### config.mk
export PLATFORM = sky130hd
export DESIGN_NAME = charger_switch_control
export DESIGN_NICKNAME = d
export VERILOG_FILES = /design/src/rtl/charger_pkg.sv /design/src/rtl/charger_switch_control.sv
export SDC_FILE = /design/constraint.sdc
export NUM_CORES = 1
export LEC_CHECK = 0
export BUFFER_PORTS_ARGS = -buffer_cell sky130_fd_sc_hd__buf_2
export CORE_MARGIN = 2
export CORE_UTILIZATION = 47
export DETAILED_ROUTE_END_ITERATION = 10
export PLACE_DENSITY = 0.69
export SLEW_MARGIN = 10
export SYNTH_ARGS = -nofsm -noshare
export SYNTH_HDL_FRONTEND = slang
export SYNTH_SLANG_ARGS = --single-unit
### constraint.sdc
create_clock -name mclk_i -period 3.35 [get_ports mclk_i]
set_input_delay 0.1675 -clock mclk_i [delete_from_list [all_inputs] [get_ports mclk_i]]
set_output_delay 0.1675 -clock mclk_i [all_outputs]
set_load 0.01 [all_outputs]
### src/rtl/charger_pkg.sv
// Shared constants and carrier types for the charger switch control core.
package charger_pkg;

  // Clock period of mclk_i in picoseconds (100 MHz).
  localparam int CLK_PERIOD_PS = 10000;

  // Break-before-make delay between source-off and load-on, in ps.
  localparam int BBM_TIME_PS = 7500000;
  // Least time, rounded up to whole cycles.
  localparam int BBM_CYCLES = (BBM_TIME_PS + CLK_PERIOD_PS - 1) / CLK_PERIOD_PS;

  // Minimum off-time of the high-side switch, in ps.
  localparam int MIN_OFF_PS = 300000;
  localparam int MIN_OFF_CYCLES =
    (MIN_OFF_PS + CLK_PERIOD_PS - 1) / CLK_PERIOD_PS;

  // Fixed off-time used in dropout, in ps.
  localparam int DROP_OFF_PS = 270000;
  localparam int DROP_OFF_CYCLES =
    (DROP_OFF_PS + CLK_PERIOD_PS - 1) / CLK_PERIOD_PS;

  // Charge safety timeout in seconds and its cycle count.
  localparam longint TIMEOUT_S = 175;
  localparam longint TIMEOUT_CYCLES =
    TIMEOUT_S * 64'd1000000000000 / CLK_PERIOD_PS;

  // Edges after reset before the settled pin values are first used; the
  // value flop behind the three-stage synchroniser is valid after four.
  localparam logic [2:0] SETTLE_CYCLES = 3'h4;

  // Command codes seen on the decoded command port.
  localparam logic [7:0] CMD_INPUT_LIMIT = 8'h3F;
  localparam logic [7:0] CMD_CURRENT_SET = 8'h14;
  localparam logic [7:0] CMD_VOLTAGE_SET = 8'h15;
  localparam logic [7:0] CMD_MODE = 8'h12;

  // Field layout of the input-limit command.
  localparam int LIMIT_LSB = 7;
  localparam int LIMIT_MSB = 12;
  localparam logic [5:0] LIMIT_RESET = 6'h00;

  // Bit of the mode command that requests a power-on reset.
  localparam int MODE_POR_BIT = 10;

  // Comparator and thermistor inputs, all asynchronous to mclk_i.
  typedef struct packed {
    logic adapter;      // Adapter-detect comparator, high when present.
    logic headroom_ok;  // Input minus battery is at least 100 mV.
    logic floor_ok;     // Control signal above its floor.
    logic peak;         // Current feedback above the control point.
    logic limit;        // Cycle-by-cycle current limit reached.
    logic zero;         // Inductor current has fallen to zero.
    logic dropout;      // Battery at or above 0.88 of input.
    logic th_over;      // Thermistor overrange, no battery.
    logic th_hot;       // Thermistor hot.
    logic th_under;     // Thermistor underrange.
  } sense_t;

  // One decoded command write from the serial interface.
  typedef struct packed {
    logic valid;
    logic [7:0] code;
    logic [15:0] data;
  } cmd_t;

  // Power-path states, Gray coded along adapter, removal, battery.
  typedef enum logic [2:0] {
    P_RESET = 3'h0,
    P_ADAPTER = 3'h1,
    P_BBM = 3'h3,
    P_BATTERY = 3'h2,
    P_DOWN = 3'h6
  } path_state_t;

  // Converter states, Gray coded along the switching cycle.
  typedef enum logic [1:0] {
    C_IDLE = 2'h0,
    C_ON = 2'h1,
    C_OFF = 2'h3,
    C_WAIT = 2'h2
  } conv_state_t;

endpackage

### src/rtl/charger_switch_control.sv
// Switch, power-path and charge gating control core of the charger.
module charger_switch_control #(
  parameter int OFF_W = 16,
  parameter longint TIMEOUT_CYCLES = charger_pkg::TIMEOUT_CYCLES
) (
  input wire logic mclk_i,
  input wire logic rst_i,
  input wire charger_pkg::sense_t sense_i,
  input wire charger_pkg::cmd_t cmd_i,
  input wire logic [OFF_W-1:0] off_time_i,
  output logic hs_en_o,
  output logic ls_en_o,
  output logic source_path_drive_o,
  output logic load_path_drive_o,
  output logic adapter_present_out_o,
  output logic adapter_present_oe_n_o,
  output logic power_down_o,
  output logic charge_enable_o,
  output logic hot_latched_o,
  output logic timed_out_o,
  output logic [5:0] input_limit_code_o
);

  localparam int SW = $bits(charger_pkg::sense_t);

  // The off counter must hold the fixed off-times; the timer has 41 bits.
  if (OFF_W < 8 || TIMEOUT_CYCLES < 1 ||
      TIMEOUT_CYCLES > 64'h0000_01FF_FFFF_FFFF) begin : g_param_check
    $error("OFF_W or TIMEOUT_CYCLES out of range.");
  end
  // The break-before-make counter is sized for its fixed figure.
  if (charger_pkg::BBM_CYCLES > 1023) begin : g_bbm_check
    $error("Break-before-make count exceeds its counter.");
  end

  // Three-stage synchronisers and the filtered, settled values.
  logic [SW-1:0] sync1;
  logic [SW-1:0] sync2;
  logic [SW-1:0] sync3;
  logic [SW-1:0] sense_q;
  charger_pkg::sense_t sn;

  // Each comparator passes three flops; a change counts when two agree.
  for (genvar i = 0; i < SW; i++) begin : g_sync
    always_ff @(posedge mclk_i or posedge rst_i) begin
      if (rst_i) begin
        sync1[i] <= 1'b0;
        sync2[i] <= 1'b0;
        sync3[i] <= 1'b0;
        sense_q[i] <= 1'b0;
      end else begin
        sync1[i] <= sense_i[i];
        sync2[i] <= sync1[i];
        sync3[i] <= sync2[i];
        if (sync2[i] == sync3[i]) begin
          sense_q[i] <= sync3[i];
        end
      end
    end
  end
  assign sn = charger_pkg::sense_t'(sense_q);

  // Settle counter: the path stays on battery until inputs are valid.
  logic [2:0] settle;
  logic [2:0] next_settle;
  logic settled;

  // Settle count advances until it reaches its end and then holds.
  always_comb begin
    settled = (settle == charger_pkg::SETTLE_CYCLES);
    next_settle = settled ? settle : settle + 3'h1;
  end

  // Power path state, its counter and the registered drives.
  charger_pkg::path_state_t path;
  charger_pkg::path_state_t next_path;
  logic [9:0] bbm_cnt;
  logic [9:0] next_bbm_cnt;
  logic next_src;
  logic next_load;
  logic next_pd;
  logic next_present;

  // Path selection with break-before-make on adapter removal.
  always_comb begin
    next_path = path;
    next_bbm_cnt = bbm_cnt;
    case (path)
      charger_pkg::P_RESET: begin
        // Hold the battery-powered state until the inputs are sampled.
        if (settled) begin
          if (!sn.headroom_ok) begin
            next_path = charger_pkg::P_DOWN;
          end else if (sn.adapter) begin
            next_path = charger_pkg::P_ADAPTER;
          end else begin
            next_path = charger_pkg::P_BATTERY;
          end
        end
      end
      charger_pkg::P_ADAPTER: begin
        if (!sn.headroom_ok) begin
          next_path = charger_pkg::P_DOWN;
        end else if (!sn.adapter) begin
          // Source begins to turn off now; load waits out the delay.
          next_path = charger_pkg::P_BBM;
          next_bbm_cnt = 10'(charger_pkg::BBM_CYCLES - 1);
        end
      end
      charger_pkg::P_BBM: begin
        if (bbm_cnt == 10'h000) begin
          next_path = charger_pkg::P_BATTERY;
        end else begin
          next_bbm_cnt = bbm_cnt - 10'h001;
        end
      end
      charger_pkg::P_BATTERY: begin
        if (sn.adapter && sn.headroom_ok) begin
          next_path = charger_pkg::P_ADAPTER;
        end
      end
      default: begin
        // Powered down; recover once headroom returns, to the adapter path if one is present, else to battery.
        if (sn.headroom_ok) begin
          next_path = sn.adapter ? charger_pkg::P_ADAPTER
                                 : charger_pkg::P_BATTERY;
        end
      end
    endcase
    // Drives follow the next state so they leave flops directly.
    next_src = (next_path == charger_pkg::P_ADAPTER);
    next_load = (next_path == charger_pkg::P_BATTERY) ||
                (next_path == charger_pkg::P_RESET) ||
                (next_path == charger_pkg::P_DOWN);
    next_pd = (next_path == charger_pkg::P_DOWN);
    next_present = (next_path == charger_pkg::P_ADAPTER) ||
                   ((next_path != charger_pkg::P_RESET) && sn.adapter);
  end

  // Registers of the path group.
  always_ff @(posedge mclk_i or posedge rst_i) begin
    if (rst_i) begin
      settle <= 3'h0;
      path <= charger_pkg::P_RESET;
      bbm_cnt <= 10'h000;
      source_path_drive_o <= 1'b0;
      load_path_drive_o <= 1'b1;
      power_down_o <= 1'b0;
      adapter_present_out_o <= 1'b0;
      adapter_present_oe_n_o <= 1'b0;
    end else begin
      settle <= next_settle;
      path <= next_path;
      bbm_cnt <= next_bbm_cnt;
      source_path_drive_o <= next_src;
      load_path_drive_o <= next_load;
      power_down_o <= next_pd;
      // Open drain: released (enable high) while an adapter is present.
      adapter_present_out_o <= 1'b0;
      adapter_present_oe_n_o <= next_present;
    end
  end

  // Command, thermistor and timeout state.
  logic [5:0] next_limit;
  logic next_hot;
  logic [40:0] tmo_cnt;
  logic [40:0] next_tmo_cnt;
  logic next_timed_out;
  logic next_charge;
  logic setpoint_cmd;
  logic por_cmd;

  // Decode commands, latch the hot flag and run the safety timer.
  always_comb begin
    next_limit = input_limit_code_o;
    if (cmd_i.valid && (cmd_i.code == charger_pkg::CMD_INPUT_LIMIT)) begin
      // Only the six weighted bits are kept; the rest are ignored.
      next_limit =
        cmd_i.data[charger_pkg::LIMIT_MSB:charger_pkg::LIMIT_LSB];
    end
    setpoint_cmd = cmd_i.valid &&
                   ((cmd_i.code == charger_pkg::CMD_CURRENT_SET) ||
                    (cmd_i.code == charger_pkg::CMD_VOLTAGE_SET));
    por_cmd = cmd_i.valid && (cmd_i.code == charger_pkg::CMD_MODE) &&
              cmd_i.data[charger_pkg::MODE_POR_BIT];
    // Hot latches; battery removal or reset request clears; set wins.
    if (sn.th_hot) begin
      next_hot = 1'b1;
    end else if (sn.th_over || por_cmd) begin
      next_hot = 1'b0;
    end else begin
      next_hot = hot_latched_o;
    end
    // Each setpoint command restarts the timer.
    if (setpoint_cmd) begin
      next_tmo_cnt = 41'h0;
      next_timed_out = 1'b0;
    end else if (tmo_cnt >= 41'(TIMEOUT_CYCLES - 1)) begin
      next_tmo_cnt = tmo_cnt;
      next_timed_out = 1'b1;
    end else begin
      next_tmo_cnt = tmo_cnt + 41'h1;
      next_timed_out = timed_out_o;
    end
    // Underrange always allows; overrange and hot forbid; cold and
    // normal allow only while the timeout has not run out.
    next_charge = (next_path == charger_pkg::P_ADAPTER) &&
                  (sn.th_under ||
                   (!sn.th_over && !next_hot && !next_timed_out));
  end

  // Registers of the command group.
  always_ff @(posedge mclk_i or posedge rst_i) begin
    if (rst_i) begin
      input_limit_code_o <= charger_pkg::LIMIT_RESET;
      hot_latched_o <= 1'b0;
      tmo_cnt <= 41'h0;
      timed_out_o <= 1'b0;
      charge_enable_o <= 1'b0;
    end else begin
      input_limit_code_o <= next_limit;
      hot_latched_o <= next_hot;
      tmo_cnt <= next_tmo_cnt;
      timed_out_o <= next_timed_out;
      charge_enable_o <= next_charge;
    end
  end

  // Converter state, off-time counter and switch enables.
  charger_pkg::conv_state_t conv;
  charger_pkg::conv_state_t next_conv;
  logic [OFF_W-1:0] off_cnt;
  logic [OFF_W-1:0] next_off_cnt;
  logic [OFF_W-1:0] off_load;
  logic next_hs;
  logic next_ls;
  logic may_start;

  // Constant off-time current-mode switching cycle.
  always_comb begin
    next_conv = conv;
    next_off_cnt = off_cnt;
    next_hs = 1'b0;
    next_ls = 1'b0;
    // Dropout uses the fixed time, else the supplied count.
    off_load = sn.dropout ? OFF_W'(charger_pkg::DROP_OFF_CYCLES)
                          : off_time_i;
    // Never shorter than the minimum off interval.
    if (off_load < OFF_W'(charger_pkg::MIN_OFF_CYCLES)) begin
      off_load = OFF_W'(charger_pkg::MIN_OFF_CYCLES);
    end
    may_start = sn.floor_ok && !sn.limit;
    if (!charge_enable_o) begin
      // Not charging: both switches off, but the off interval still runs.
      next_conv = (conv == charger_pkg::C_ON) ? charger_pkg::C_OFF :
                  (conv == charger_pkg::C_OFF && off_cnt != '0) ?
                  charger_pkg::C_OFF : charger_pkg::C_IDLE;
      if (conv == charger_pkg::C_ON) begin
        next_off_cnt = off_load - OFF_W'(1);
      end else if (off_cnt != '0) begin
        next_off_cnt = off_cnt - OFF_W'(1);
      end
    end else begin
      case (conv)
        charger_pkg::C_ON: begin
          next_hs = 1'b1;
          if (sn.peak || sn.limit) begin
            // End the on-time at once; start the off interval.
            next_conv = charger_pkg::C_OFF;
            next_off_cnt = off_load - OFF_W'(1);
            next_hs = 1'b0;
            next_ls = !sn.zero;
          end
        end
        charger_pkg::C_OFF: begin
          next_ls = !sn.zero;
          if (off_cnt != '0) begin
            next_off_cnt = off_cnt - OFF_W'(1);
          end else if (may_start) begin
            next_conv = charger_pkg::C_ON;
            next_hs = 1'b1;
            next_ls = 1'b0;
          end else begin
            next_conv = charger_pkg::C_WAIT;
          end
        end
        default: begin
          // Waiting: low side stays on only until zero current is seen; idle: low side off.
          next_ls = (conv == charger_pkg::C_WAIT) && !sn.zero &&
                    ls_en_o;
          if (may_start) begin
            next_conv = charger_pkg::C_ON;
            next_hs = 1'b1;
            next_ls = 1'b0;
          end
        end
      endcase
    end
  end

  // Registers of the converter group; switches start off.
  always_ff @(posedge mclk_i or posedge rst_i) begin
    if (rst_i) begin
      conv <= charger_pkg::C_IDLE;
      off_cnt <= '0;
      hs_en_o <= 1'b0;
      ls_en_o <= 1'b0;
    end else begin
      conv <= next_conv;
      off_cnt <= next_off_cnt;
      hs_en_o <= next_hs;
      ls_en_o <= next_ls;
    end
  end

endmodule

-- Yosys cells after proc, flatten, opt, wreduce, memory -nomap -nowiden
Cells that the tools add are included.
- reduce and logical (&&, ||, !) cells: 34
- $lt $le $gt $ge: 2
- shift-type cells: 0
- equality and inequality tests: 32
- div/mod/pow operators: 0
- bitwise logic cells: 0
- multiply operators: 0
- multiplexer cells: 45
- $add $sub $neg: 5
- operators by type and width (kind ; number):
    $mux 16 ; 6
    $mux 41 ; 2
    $add 41x1->41 const B ; 1
    $ge 41x35->1 const B ; 1
    $pmux 16 s2 ; 1
    $sub 16x1->16 const B ; 2
    $mux 10 ; 3
    $eq 8x5->1 const B ; 3
    $mux 3 ; 7
    $pmux 10 s2 ; 1
    $lt 16x5->1 const B ; 1
    $mux 2 ; 8
    $reduce_bool 16->1 ; 1
    $logic_and 1x1->1 ; 13
    $mux 1 ; 13
    $pmux 3 s4 ; 1
    $eq 1x1->1 ; 10
    $logic_not 10->1 ; 1
    $sub 10x1->10 const B ; 1
    $eq 3x2->1 const B ; 3
    $eq 8x6->1 const B ; 1
    $ne 2x2->1 const B ; 4
    $logic_or 1x1->1 ; 7
    $eq 3x1->1 const B ; 2
    17 further kinds ; 25
- word-level logic and storage cells: 174
- bits in writable memories: 0
- flip-flop bits (word level): 130
- memories kept: 0
- bits in latches: 0
- memory bits (read-only): 0
- input port bits: 53

-- Logic depth before layout (Yosys ltp)
Gate-level depths: netlist (run 1).
- word-level depth: 11
- gate-level depth with buffers: 11

-- Least setup slack after synthesis (run 1)
No wires, ideal clock.
- path type: input -> register
- start point: input off_time_i[14]
- end point: register off_cnt[14]
- library setup time: 0.083 ns
- stages: 11
- path buffers: 1
- data arrival time: 3.037 ns
- path slack: 0.230 ns
- cell sequence: or4_1 nor3_1 clkbuf_1 a21oi_1 o21ai_0 ha_1 nand3_1 or4_1 nor4_1 mux2_2 o21ai_0
- word-level cells in the longest chain between the ends: 7
- elaborated cells between the ends (all ways): 8
- those cells by class: add/sub: 1; order compare: 1; mux: 6
- ends and longest elaborated chain (what ; line ; source):
    from (decl) ; charger_switch_control.sv:10 ; input wire logic [OFF_W-1:0] off_time_i,
    $mux 16 * ; charger_switch_control.sv:247 ; off_load = sn.dropout ? OFF_W'(charger_pkg::DROP_OFF_CYCLES)
    $lt 16x5->1 ; charger_switch_control.sv:250 ; if (off_load < OFF_W'(charger_pkg::MIN_OFF_CYCLES)) begin
    $mux 16 * ; charger_switch_control.sv:250 ;
    $sub 16x1->16 * ; charger_switch_control.sv:260, charger_switch_control.sv:271 ;
    $mux 16 ; charger_switch_control.sv:268 ; if (sn.peak || sn.limit) begin
    $pmux 16 s2 ; charger_switch_control.sv:265 ; case (conv)
    $mux 16 * ; charger_switch_control.sv:254 ; if (!charge_enable_o) begin
    to (signal assigned) ; charger_switch_control.sv:311 ; off_cnt <= next_off_cnt;
    to (decl) ; charger_switch_control.sv:233 ; logic [OFF_W-1:0] off_cnt;
Mark *: on every way between the ends. The rest lies on a longest branch, timed or not. The select of a mux whose other input is x is not followed.
A chain may end at the register's enable or synchronous reset.

-- Worst setup path after layout (run 1)
Ends and elaborated chain as after synthesis.

==> results of run 1 <==
[cell usage after synthesis, drive strengths merged (3+ instances only)]
master and instances:
or2 4, a21o 5, nor4 12, and2 10, nand2b 7, or3 16, nand4 10, ha 6
a311oi 4, clkbuf 16, o21a 4, dfrtp 129, xor2 4, and3 7, nand3 23, o211a 3
inv 17, nor2 49, a31oi 5, a21oi 50, o21ai 35, nor3 27, maj3 10, o211ai 5
mux2i 5, o31ai 17, nand2 61, mux2 8, xnor2 8, or4 23, buf 8
[logic make-up (layout without fill, tap and decap cells)]
kind of cell | Yosys count | in the layout | share of synthesized area
xor gates and xnor gates | 12 | 12 | 0.0166
DFF | 130 | 130 | 0.514
and+or+nand+nor | 266 | 266 | 0.223
buffers and inverters | 41 | 131 | 0.0300
adders and majority gates | 16 | 16 | 0.0277
AOI/OAI and AO/OA | 159 | 159 | 0.166
muxes | 13 | 13 | 0.0221
other | 1 | 1 | 0.000592
[worst min path at each step]
| stage | to | startpoint | cells after the start |
|---|---|---|---|
| 4_1_cts | off_cnt[14] | off_time_i[14] | 3 |
| 3_3_place_gp | sync1[8] | sense_i[8] | 1 |
| 2_1_floorplan | sync1[0] | sense_i[0] | 0 |
| 6_report | off_cnt[14] | off_time_i[14] | 3 |
| 5_1_grt | off_cnt[14] | off_time_i[14] | 3 |
| 3_5_place_dp | sync1[9] | sense_i[9] | 1 |
[state kept, by name, summed over array words and instances, names as in the netlist, 3 cells and up]
| name | cells |
|---|---|
| tmo_cnt | 41 |
| off_cnt | 16 |
| bbm_cnt | 10 |
| sense_q | 10 |
| sync1 | 10 |
| sync2 | 10 |
| sync3 | 10 |
| input_limit_code_o | 6 |
| path | 3 |
| settle | 3 |
[metal layers]
layer	routed length [um]	up-vias
met5	0	-
met1	6380	2582
met4	155	0
li1	-	2534
met2	6740	141
met3	655	14
[cell type report]
| type | instances | area share |
|---|---|---|
| flip-flops and latches | 130 | 0.429 |
| multi-input cells | 467 | 0.381 |
| repair buffers | 82 | 0.0712 |
| clock buffers | 19 | 0.0570 |
| well taps | 176 | 0.0290 |
| clock inverters | 13 | 0.0244 |
| inverters | 17 | 0.00890 |
[power by group through the flow]
stage	sequential (mW)	combinational, mW	clock, mW
global route	2.24	1.25	2.03
global placement	2.19	1.03	0
CTS	2.19	1.10	1.97
floorplan	2.12	0.839	0
finish	2.20	1.09	1.94
detailed placement	2.21	1.08	0
[stage by stage]
| step | util | hold WS [ns] |
|---|---|---|
| final | 0.576 | 0.0902 |
| after global routing | 0.576 | 0.103 |
| after CTS | 0.576 | 0.0774 |
| after detailed placement | 0.516 | 0.277 |
| after global placement | 0.516 | 0.276 |
| after floorplan | - | 0.199 |
[worst max-delay path, delay by kind of cell]
kind	cells	cell delay [ns]
adders and majority gates	1	0.26
AOI/OAI and AO/OA	3	0.41
muxes	1	0.38
buffers and inverters	1	0.11
and+or+nand+nor	5	1.82
==> metrics.md, run 1 <==
| Metric | Value |
|---|---|
| Worst slew margin | `0.382` |
| Mapped cell area | `0.00633 mm2` |
| Die area | `0.0144 mm2` |
| Top cells by area, synth | `dfrtp_1, a21oi_1, nand2_1, nor2_1, o21ai_0` |
| Gr busiest metal | `met2` |
| Reg2reg start | `tmo_cnt[17]` |
| Ys Warns | `0` |
| CORE AREA | `0.0132 mm2` |
| Post-CTS sizing | `0` |
| Switch share | `0.312` |
| R2R Path End | `tmo_cnt[34]` |
| FILL cells | `1127` |
| Number of global-route vias before repair | `5081` |
| Peak VDD IR | `0.000603 V` |
| Fraction of registers with async set or reset after synthesis | `1.00` |
| Clk buf depth | `2` |
| Min-Delay Path Class | `in -> reg` |
| #FFs+latches synth | `130` |
| Met2 Resource Use GR | `0.336` |
| CTS Buf Count | `17` |
| GR Overflow Total | `0` |
| Vias per cell | `5.83` |
| Buffers on Ports | `57` |
| Post-DRT Antenna Nets | `0` |
| Post-route cell area | `0.00759 mm2` |
| Setup TNS | `0 ns` |
| Critical path peak fanout | `4` |
| Final setup violation count | `0` |
| Post-CTS Hold Fix Bufs | `17` |
| Clock power share | `0.371` |
| Status | `finished clean` |
| Ant diodes | `0` |
| Syn Area/Cell | `9.93 um2` |
| Startpoint Class | `primary input` |
| Met1 usage | `0.260` |
| Post-Place Cells | `855` |
| Ports | `69` |
| Clk pin slew, worst setup/hold paths | `0.06 ns` |
| Rows | `42` |
| Total power | `5.23 mW` |
| WL/cell | `15.4 um` |
| Worst Path Required | `3.68 ns` |
| Area share of the largest cell type after synthesis | `0.510` |
| MaxCap Viol Count | `0` |
| CTS root buffer | `clkbuf_16` |
| Total Wirelength | `13.9 mm` |
| Die H | `120 um` |
| TritonCTS clock tree | `yes` |
| DP Area | `0.00681 mm2` |
| Initial antenna violation count | `0` |
| Initial DRC count | `422` |
| Final hold vios | `0` |
| Synth cell types | `71` |
| Nets@finish | `774` |
| Post-detail-place hpwl | `9.29 mm` |
| Fin cells | `904` |
| Syn Nets | `697` |
| Area leader, netlist | `dfrtp_1` |
| Largest net degree at the start of global routing | `57` |
| Critical path's largest stage delay | `0.59 ns` |
| Most common cell after layout, fill and taps aside | `dfrtp_1` |
| RePlAce Congestion | `0.930` |
| Slowest CP cell | `or4_1` |
| Worst slew pin tran | `0.925 ns` |
| Drt pass-1 iters | `5` |
| Setup WS pre-CTS | `0.122 ns` |
| Sequential share of power | `0.420` |
| Crit path from | `off_time_i[14]` |
| Setup Fix Bufs, Post-CTS | `0` |
| Primary FF master, synth | `dfrtp_1` |
| Gr usage total | `0.202` |
| Internal | `3.60 mW` |
| Fmax | `356 MHz` |
| Reg area | `0.00325 mm2` |
| Cells along the critical path | `buf_2 > or4_1 > nor3_1 > a21oi_1 > o21ai_0 > ha_1 > nand3_1 > or4_1 > nor4_1 > mux2_2 > o21ai_0` |
| R2r setup slk | `0.55 ns` |
| Post-synth EDFFs | `0` |
| Skew final | `0.00683 ns` |
| H-tree depth | `4` |
| First-pass GRT wire length | `23.5 mm` |
| Fin crit share | `0.839` |
| Setup crit end | `off_cnt[14]` |
| Leak pwr | `3.18 nW` |
| Sw power | `1.63 mW` |
| Combinational share of power | `0.209` |
| Final worst setup slack | `0.538 ns` |
| Max Slew Vio Count | `0` |
| RSZ-0062 raised after global routing | `false` |
| Most frequent cells in the layout | `dfrtp_1, nand2_1, buf_2` |
| Period minus WS final | `2.81 ns` |
| Met3 GRT Util | `0.0504` |
| Multi-input gate area | `0.00289 mm2` |
| Die width | `120 um` |
| Share of layout cells above drive strength 1 | `0.165` |
| Worst r2r path cells | `7` |
| WP data arrival | `3.15 ns` |
| CTS Sinks | `130` |
| Worst-Skew Late Latency | `0.41 ns` |
| Layout area overhead | `19.9%` |
| Cell Pwr Density | `688 mW/mm2` |
| Post-synthesis sequential area ratio | `0.514` |
| Synth Instances | `638` |
| CP Capture Type | `flip-flop` |
| Vias | `5271` |
| CP Class | `in -> reg` |
| Drt drc | `0` |
| Starting Density | `0.480` |
No activity file was read; power rests on OpenSTA's default activity.
==> inputs of run 2 (changes only) <==
Settings changed: ABC_AREA set to 1, PLACE_DENSITY 0.69 to 0.68.
Clock period 3.35 ns to 2.5 ns, I/O delays scaled along.
==> metrics.md, run 2 <==
| Metric | Value |
|---|---|
| Cell Pwr Density | `850 mW/mm2 (was 688 mW/mm2)` |
| Layout area overhead | `19.7% (was 19.9%)` |
| Synth Instances | `933 (was 638)` |
| Share of layout cells above drive strength 1 | `0.142 (was 0.165)` |
| Final core utilization | `0.568 (was 0.576)` |
| Ports | `69 (unchanged)` |
| Synth cell types | `50 (was 71)` |
| Ys Warns | `0 (unchanged)` |
| MaxCap Viol Count | `0 (unchanged)` |
| Largest register FFs | `41 (unchanged)` |
| WP data arrival | `2.52 ns (was 3.15 ns)` |
| Die area | `0.0162 mm2 (was 0.0144 mm2)` |
| Reg area | `0.00326 mm2 (was 0.00325 mm2)` |
| R2r setup slk | `0.27 ns (was 0.55 ns)` |
| Area leader, netlist | `dfrtp_1 (unchanged)` |
| Most common cell after layout, fill and taps aside | `nand2_1 (was dfrtp_1)` |
| Fraction of registers with async set or reset after synthesis | `1.00 (unchanged)` |
| Status | `finished clean (unchanged)` |
| CP Class | `reg -> reg (was in -> reg)` |
| Post-DRT Antenna Nets | `0 (unchanged)` |
| Max Slew Vio Count | `0 (unchanged)` |
| Met1 usage | `0.291 (was 0.260)` |
| Primary FF master, synth | `dfrtp_1 (unchanged)` |
| First-pass GRT wire length | `28.7 mm (was 23.5 mm)` |
| Final hold vios | `0 (unchanged)` |
| Die H | `127 um (was 120 um)` |
| Initial DRC count | `358 (was 422)` |
| Leak pwr | `4.05 nW (was 3.18 nW)` |
| Area share of the largest cell type after synthesis | `0.452 (was 0.510)` |
| Met3 GRT Util | `0.0507 (was 0.0504)` |
| Met2 Resource Use GR | `0.347 (was 0.336)` |
| Gr busiest metal | `met2 (unchanged)` |
| Mapped cell area | `0.00714 mm2 (was 0.00633 mm2)` |
| FILL cells | `1375 (was 1127)` |
| Initial antenna violation count | `0 (unchanged)` |
| Rows | `45 (was 42)` |
| Post-synthesis sequential area ratio | `0.456 (was 0.514)` |
| Most frequent cells in the layout | `nand2_1, inv_1, dfrtp_1 (was dfrtp_1, nand2_1, buf_2)` |
| Period minus WS final | `2.23 ns` |
| Fin cells | `1225 (was 904)` |
| H-tree depth | `4 (unchanged)` |
| Drt pass-1 iters | `5 (unchanged)` |
| Top cells by area, synth | `dfrtp_1, nand2_1, inv_1, nor2_1, nand3_1 (was dfrtp_1, a21oi_1, nand2_1, nor2_1, o21ai_0)` |
| Total Wirelength | `16.9 mm (was 13.9 mm)` |
| CTS Buf Count | `17 (unchanged)` |
| CP Capture Type | `flip-flop (unchanged)` |
| Vias | `6477 (was 5271)` |
| Skew final | `0.00898 ns (was 0.00683 ns)` |
| Syn Area/Cell | `7.65 um2 (was 9.93 um2)` |
| Largest regs | `tmo_cnt x41, off_cnt x16 (unchanged)` |
| Fin crit share | `0.893` |
| #FFs+latches synth | `130 (unchanged)` |
| Buffers on Ports | `57 (unchanged)` |
| Startpoint Class | `flip-flop (was primary input)` |
| Synth Area in Simple Gates | `0.313 (was 0.223)` |
| Min-Delay Path Class | `in -> reg (unchanged)` |
| GR Overflow Total | `0 (unchanged)` |
| Number of global-route vias before repair | `6177 (was 5081)` |
| Clk buf depth | `2 (unchanged)` |
| Post-detail-place hpwl | `11.9 mm (was 9.29 mm)` |
| Adder-cell share of the synthesized area | `0.0245 (was 0.0277)` |
| Mux share of post-synthesis cell area | `0.00929 (was 0.0221)` |
| Syn Nets | `992 (was 697)` |
| Most flop-heavy register | `tmo_cnt (unchanged)` |
| Ant diodes | `0 (unchanged)` |
| Worst-Skew Late Latency | `0.42 ns (was 0.41 ns)` |
| XOR/XNOR Fraction of Synth Area | `0.0135 (was 0.0166)` |
| Die width | `127 um (was 120 um)` |
| CTS Sinks | `130 (unchanged)` |
| Vias per cell | `5.29 (was 5.83)` |
| Fmax | `448 MHz` |
| WL/cell | `13.8 um (was 15.4 um)` |
| TritonCTS clock tree | `yes (unchanged)` |
| Synth Area in Compound Gates | `0.0974 (was 0.166)` |
| Most frequent cell after synthesis | `nand2_1 (was dfrtp_1)` |
| Gr usage total | `0.219 (was 0.202)` |
| CORE AREA | `0.0150 mm2 (was 0.0132 mm2)` |
| Drt drc | `0 (unchanged)` |
| Final setup violation count | `0 (unchanged)` |
| Peak VDD IR | `0.000587 V (was 0.000603 V)` |
| Post-synth EDFFs | `0 (unchanged)` |
| Post-Place Cells | `1169 (was 855)` |
| CTS root buffer | `clkbuf_16 (unchanged)` |
| Largest family of logic cells by synthesized area | `simple AND/OR/NAND/NOR gates (unchanged)` |
| Critical path peak fanout | `5 (was 4)` |
| Nets@finish | `1083 (was 774)` |
| Multi-input gate area | `0.00329 mm2 (was 0.00289 mm2)` |
| Largest net degree at the start of global routing | `67 (was 57)` |
| Worst Path Required | `2.78 ns (was 3.68 ns)` |
| RePlAce Congestion | `0.947 (was 0.930)` |
| Post-synth top cells | `nand2_1, inv_1, dfrtp_1, nor2_1, nand3_1 (was dfrtp_1, nand2_1, a21oi_1, nor2_1, o21ai_0)` |
| Clk pin slew, worst setup/hold paths | `0.06 ns (about the same)` |
| Starting Density | `0.475 (was 0.480)` |
run 2: cell count changes after synthesis, sizes merged, moves of 22 or more:
cell,before,now
inv,17,137
nand4,10,46
nand2,61,196
a21oi,50,25
o21ai,35,86
nand3,23,66
nor2,49,110
or4,23,1
run 2: where the power goes:
part | switching (mW) | internal (mW) | leakage [nW]
Clock | 0.929 | 1.62 | 0.295
Combinational | 1.23 | 0.692 | 2.17
Sequential | 0.316 | 2.49 | 1.58
run 2: timing repair:
action                                  4_1_cts  5_1_grt
endpoints found under the setup margin        0        5
hold buffers                                 17        0
buffers inserted                              0        5
endpoints found under the hold margin        33        0
resized for setup                             0       12
run 2: worst max-delay path, cell delays in order (launching register included):
cell and delay (ns):
dfrtp_2 0.48, inv_4 0.08, o21ai_2 0.08, nand2_1 0.12, nor2_2 0.14, nand2_4 0.06
inv_2 0.06, nor2_1 0.04, inv_1 0.08, ha_2 0.19, nand4_1 0.18, nor2_2 0.21
nand3_1 0.09, nand2_1 0.09, nand3_1 0.06, nand2_1 0.06, o21ai_0 0.08
run 2: layout make-up:
| cell class | instances | area share |
|---|---|---|
| Timing Repair Buffer | 90 | 0.0718 |
| Tap cell | 188 | 0.0275 |
| Timing Repair inverter | 2 | 0.00146 |
| Sequential cell | 130 | 0.381 |
| Inverter | 137 | 0.0615 |
| Clock inverter | 13 | 0.0186 |
| Multi-Input combinational cell | 646 | 0.385 |
| Clock buffer | 19 | 0.0530 |
run 2: metal layers:
| layer | share of wire | wire, um | vias up |
|---|---|---|---|
| met5 | 0 | 0 | - |
| met1 | 0.46 | 7780 | 3031 |
| li1 | - | - | 3272 |
| met4 | 0.026 | 435 | 0 |
| met3 | 0.038 | 641 | 30 |
| met2 | 0.48 | 8060 | 144 |
run 2: final timing paths:
path | startpoint | endpoint | cells past startpoint
max | sense_q[3] | off_cnt[14] | 16
min | cmd_i[18] | hot_latched_o | 4
max reg2reg | sense_q[3] | off_cnt[14] | 16
min reg2reg | sync1[8] | sync2[8] | 0
max in group asynchronous | rst_i | tmo_cnt[0] | 4
min in group asynchronous | rst_i | off_cnt[13] | 3
run 2: cells by family (layout without fill, tap and decap cells):
kind of cell,Yosys count,in the layout
AOI/OAI and AO/OA,129,129
xor gates and xnor gates,11,11
adders and majority gates,16,16
buffers and inverters,157,261
DFF,130,130
muxes,6,6
other,1,1
and+or+nand+nor,483,483
run 2: through the flow:
stage               setup TNS (ns)  hold slack, ns  setup WS (ns)  total power, mW  instance area, um2
detailed placement               0           0.179          0.110             4.70                7680
global route              -0.00947           0.122       -0.00947             7.78                8540
finish                           0           0.107          0.267             7.27                8540
CTS                              0          0.0828          0.110             7.30                8470
floorplan                        0           0.156          0.401             4.19                7140
global placement                 0           0.171          0.175             4.65                7680
==> inputs of run 3 (changes only) <==
Clock period 2.5 ns to 1.9 ns, I/O delays scaled along.
==> metrics.md, run 3 (synthesis gave the netlist of run 2 again) <==
| Metric | Value |
|---|---|
| Status | `finished, violations left (was finished clean)` |
| Failing checks | `setup timing` |
| RSZ-0062 raised after global routing | `true` |
| CTS root buffer | `clkbuf_16 (unchanged)` |
| Leak pwr | `4.69 nW (was 4.05 nW)` |
| WP data arrival | `2.57 ns (was 2.52 ns)` |
| Final setup violation count | `39 (was 0)` |
| Post-DRT Antenna Nets | `0 (unchanged)` |
| Reg area | `0.00326 mm2 (unchanged)` |
| Share of layout cells above drive strength 1 | `0.309 (was 0.142)` |
| Top cell by count, worst path | `nand2_1 (unchanged)` |
| WL/cell | `14.6 um (was 13.8 um)` |
| Initial DRC count | `674 (was 358)` |
| Cell Pwr Density | `972 mW/mm2 (was 850 mW/mm2)` |
| H-tree depth | `4 (unchanged)` |
| Die area | `0.0162 mm2 (unchanged)` |
| Drt drc | `0 (unchanged)` |
| Fin crit share | `1.19 (was 0.893)` |
| TritonCTS clock tree | `yes (unchanged)` |
| Number of global-route vias before repair | `6572 (was 6177)` |
| Peak VDD IR | `0.000820 V (was 0.000587 V)` |
| Min-Delay Path Class | `in -> reg (unchanged)` |
| Critical path peak fanout | `4 (was 5)` |
| Most frequent cells in the layout | `nand2_1, dfrtp_1, inv_1 (was nand2_1, inv_1, dfrtp_1)` |
| Clk buf depth | `2 (unchanged)` |
| Vias per cell | `5.34 (was 5.29)` |
| Critical path's largest stage delay | `0.44 ns (was 0.48 ns)` |
| Slowest CP cell | `dfrtp_2 (unchanged)` |
| Total Wirelength | `19.3 mm (was 16.9 mm)` |
| Total power | `9.63 mW (was 7.27 mW)` |
| Largest regs | `tmo_cnt x41, off_cnt x16 (unchanged)` |
| Rows | `45 (unchanged)` |
| CTS Buf Count | `17 (unchanged)` |
| Multi-input gate area | `0.00381 mm2 (was 0.00329 mm2)` |
| Die width | `127 um (unchanged)` |
| Ant diodes | `0 (unchanged)` |
| CTS Sinks | `130 (unchanged)` |
| Nets@finish | `1182 (was 1083)` |
| Ports | `69 (unchanged)` |
| Clk pin slew, worst setup/hold paths | `0.06 ns (about the same)` |
| Layout area overhead | `38.8% (was 19.7%)` |
| Largest register FFs | `41 (unchanged)` |
| Initial antenna violation count | `0 (unchanged)` |
| Most flop-heavy register | `tmo_cnt (unchanged)` |
| Starting Density | `0.475 (unchanged)` |
| GR Overflow Total | `0 (unchanged)` |
| First-pass GRT wire length | `30.6 mm (was 28.7 mm)` |
| Final worst setup slack | `-0.362 ns (was 0.267 ns)` |
| CP Class | `reg -> reg (unchanged)` |
| Largest net degree at the start of global routing | `72 (was 67)` |
| Fmax | `442 MHz (was 448 MHz)` |
| Period minus WS final | `2.26 ns (was 2.23 ns)` |
| CORE AREA | `0.0150 mm2 (unchanged)` |
| Worst-Skew Late Latency | `0.42 ns (about the same)` |
| Post-detail-place hpwl | `12.7 mm (was 11.9 mm)` |
| Gr usage total | `0.234 (was 0.219)` |
| Vias | `7075 (was 6477)` |
| CP Capture Type | `flip-flop (unchanged)` |
| Cells along the critical path | `clkinvlp_4 > o21ai_4 > nand2_2 > nor2_4 > nand2_4 > inv_4 > nor2_4 > inv_2 > ha_4 > nand4_1 > nor2_2 > nand2_1 > a21oi_1 > o21ai_1 > nand2_1 > nand2_1 (was inv_4 > o21ai_2 > nand2_1 > nor2_2 > nand2_4 > inv_2 > nor2_1 > inv_1 > ha_2 > nand4_1 > nor2_2 > nand3_1 > nand2_1 > nand3_1 > nand2_1 > o21ai_0)` |
| Most common cell after layout, fill and taps aside | `nand2_1 (unchanged)` |
| Skew final | `0.00609 ns (was 0.00898 ns)` |
| MaxCap Viol Count | `0 (unchanged)` |
| Die H | `127 um (unchanged)` |
| Startpoint Class | `flip-flop (unchanged)` |
| Buffers on Ports | `57 (unchanged)` |
| RePlAce Congestion | `0.919 (was 0.947)` |
| Final hold vios | `0 (unchanged)` |
| FILL cells | `1217 (was 1375)` |
| Worst Path Required | `2.21 ns (was 2.78 ns)` |
| Setup TNS | `-3.68 ns (was 0 ns)` |
| Drt pass-1 iters | `5 (unchanged)` |
| Max Slew Vio Count | `0 (unchanged)` |
==> run 3: metal layers <==
| layer | global-route usage | wire (um) | vias up |
|---|---|---|---|
| met5 | 0 | 0 | - |
| met4 | 0.0808 | 451 | 0 |
| met3 | 0.0507 | 799 | 46 |
| met2 | 0.388 | 9650 | 169 |
| met1 | 0.304 | 8390 | 3384 |
| li1 | - | - | 3476 |
==> run 3: final cells by class <==
class                           instances  share of cell area
Tap cell                              188              0.0237
Timing Repair inverter                  1            0.000757
Timing Repair Buffer                  190               0.156
Multi-Input combinational cell        646               0.385
Clock buffer                           22              0.0468
Inverter                              137              0.0533
Clock inverter                         10             0.00619
Sequential cell                       130               0.328
==> run 3: worst max-delay path, delay by kind of cell (launching register included) <==
kind | cells | cell delay, ns
AO/OA/AOI/OAI | 3 | 0.35
buffers and inverters | 3 | 0.33
AND/OR/NAND/NOR | 9 | 0.92
flip-flops | 1 | 0.44
adder cells (fa/ha/maj) | 1 | 0.13
==> run 3: through the flow <==
| stage | hold slack, ns | instance area (um2) | instances | util | setup slack [ns] |
|---|---|---|---|---|---|
| after global placement | 0.202 | 8200 | 1234 | 0.545 | -0.238 |
| after global routing | 0.0809 | 9910 | 1324 | 0.659 | -0.534 |
| final | 0.0706 | 9910 | 1324 | 0.659 | -0.362 |
| after floorplan | 0.126 | 7140 | 933 | - | -0.180 |
| after detailed placement | 0.204 | 8200 | 1234 | 0.545 | -0.308 |
| after CTS | 0.0462 | 9210 | 1300 | 0.612 | -0.261 |
==> run 3: path summary, 6_finish.rpt <==
| check | slack [ns] | depth (start not counted) | startpoint | to |
|---|---|---|---|---|
| max | -0.36 | 16 | sense_q[3] | off_cnt[10] |
| min | 0.07 | 4 | cmd_i[16] | hot_latched_o |
| max reg2reg | -0.36 | 16 | sense_q[3] | off_cnt[10] |
| min reg2reg | 0.35 | 0 | sync1[1] | sync2[1] |
| max in group asynchronous | 1.20 | 4 | rst_i | sense_q[3] |
| min in group asynchronous | 0.32 | 4 | rst_i | sense_q[5] |
==> run 3: timing repair <==
item                                    in CTS  in global routing
cloned                                       3                  5
endpoints found under the hold margin      145                  0
setup buffers                               14                 22
endpoints found under the setup margin      42                 65
pin swaps                                   17                 47
hold buffers                                17                  0
resized for setup                           41                140
==> run 3: power by group <==
part           switching (mW)  leakage (nW)  internal [mW]
registers               0.392          1.58           3.27
logic                    1.85          2.85           1.21
clock network            1.20         0.255           1.72
total                    3.44          4.69           6.20
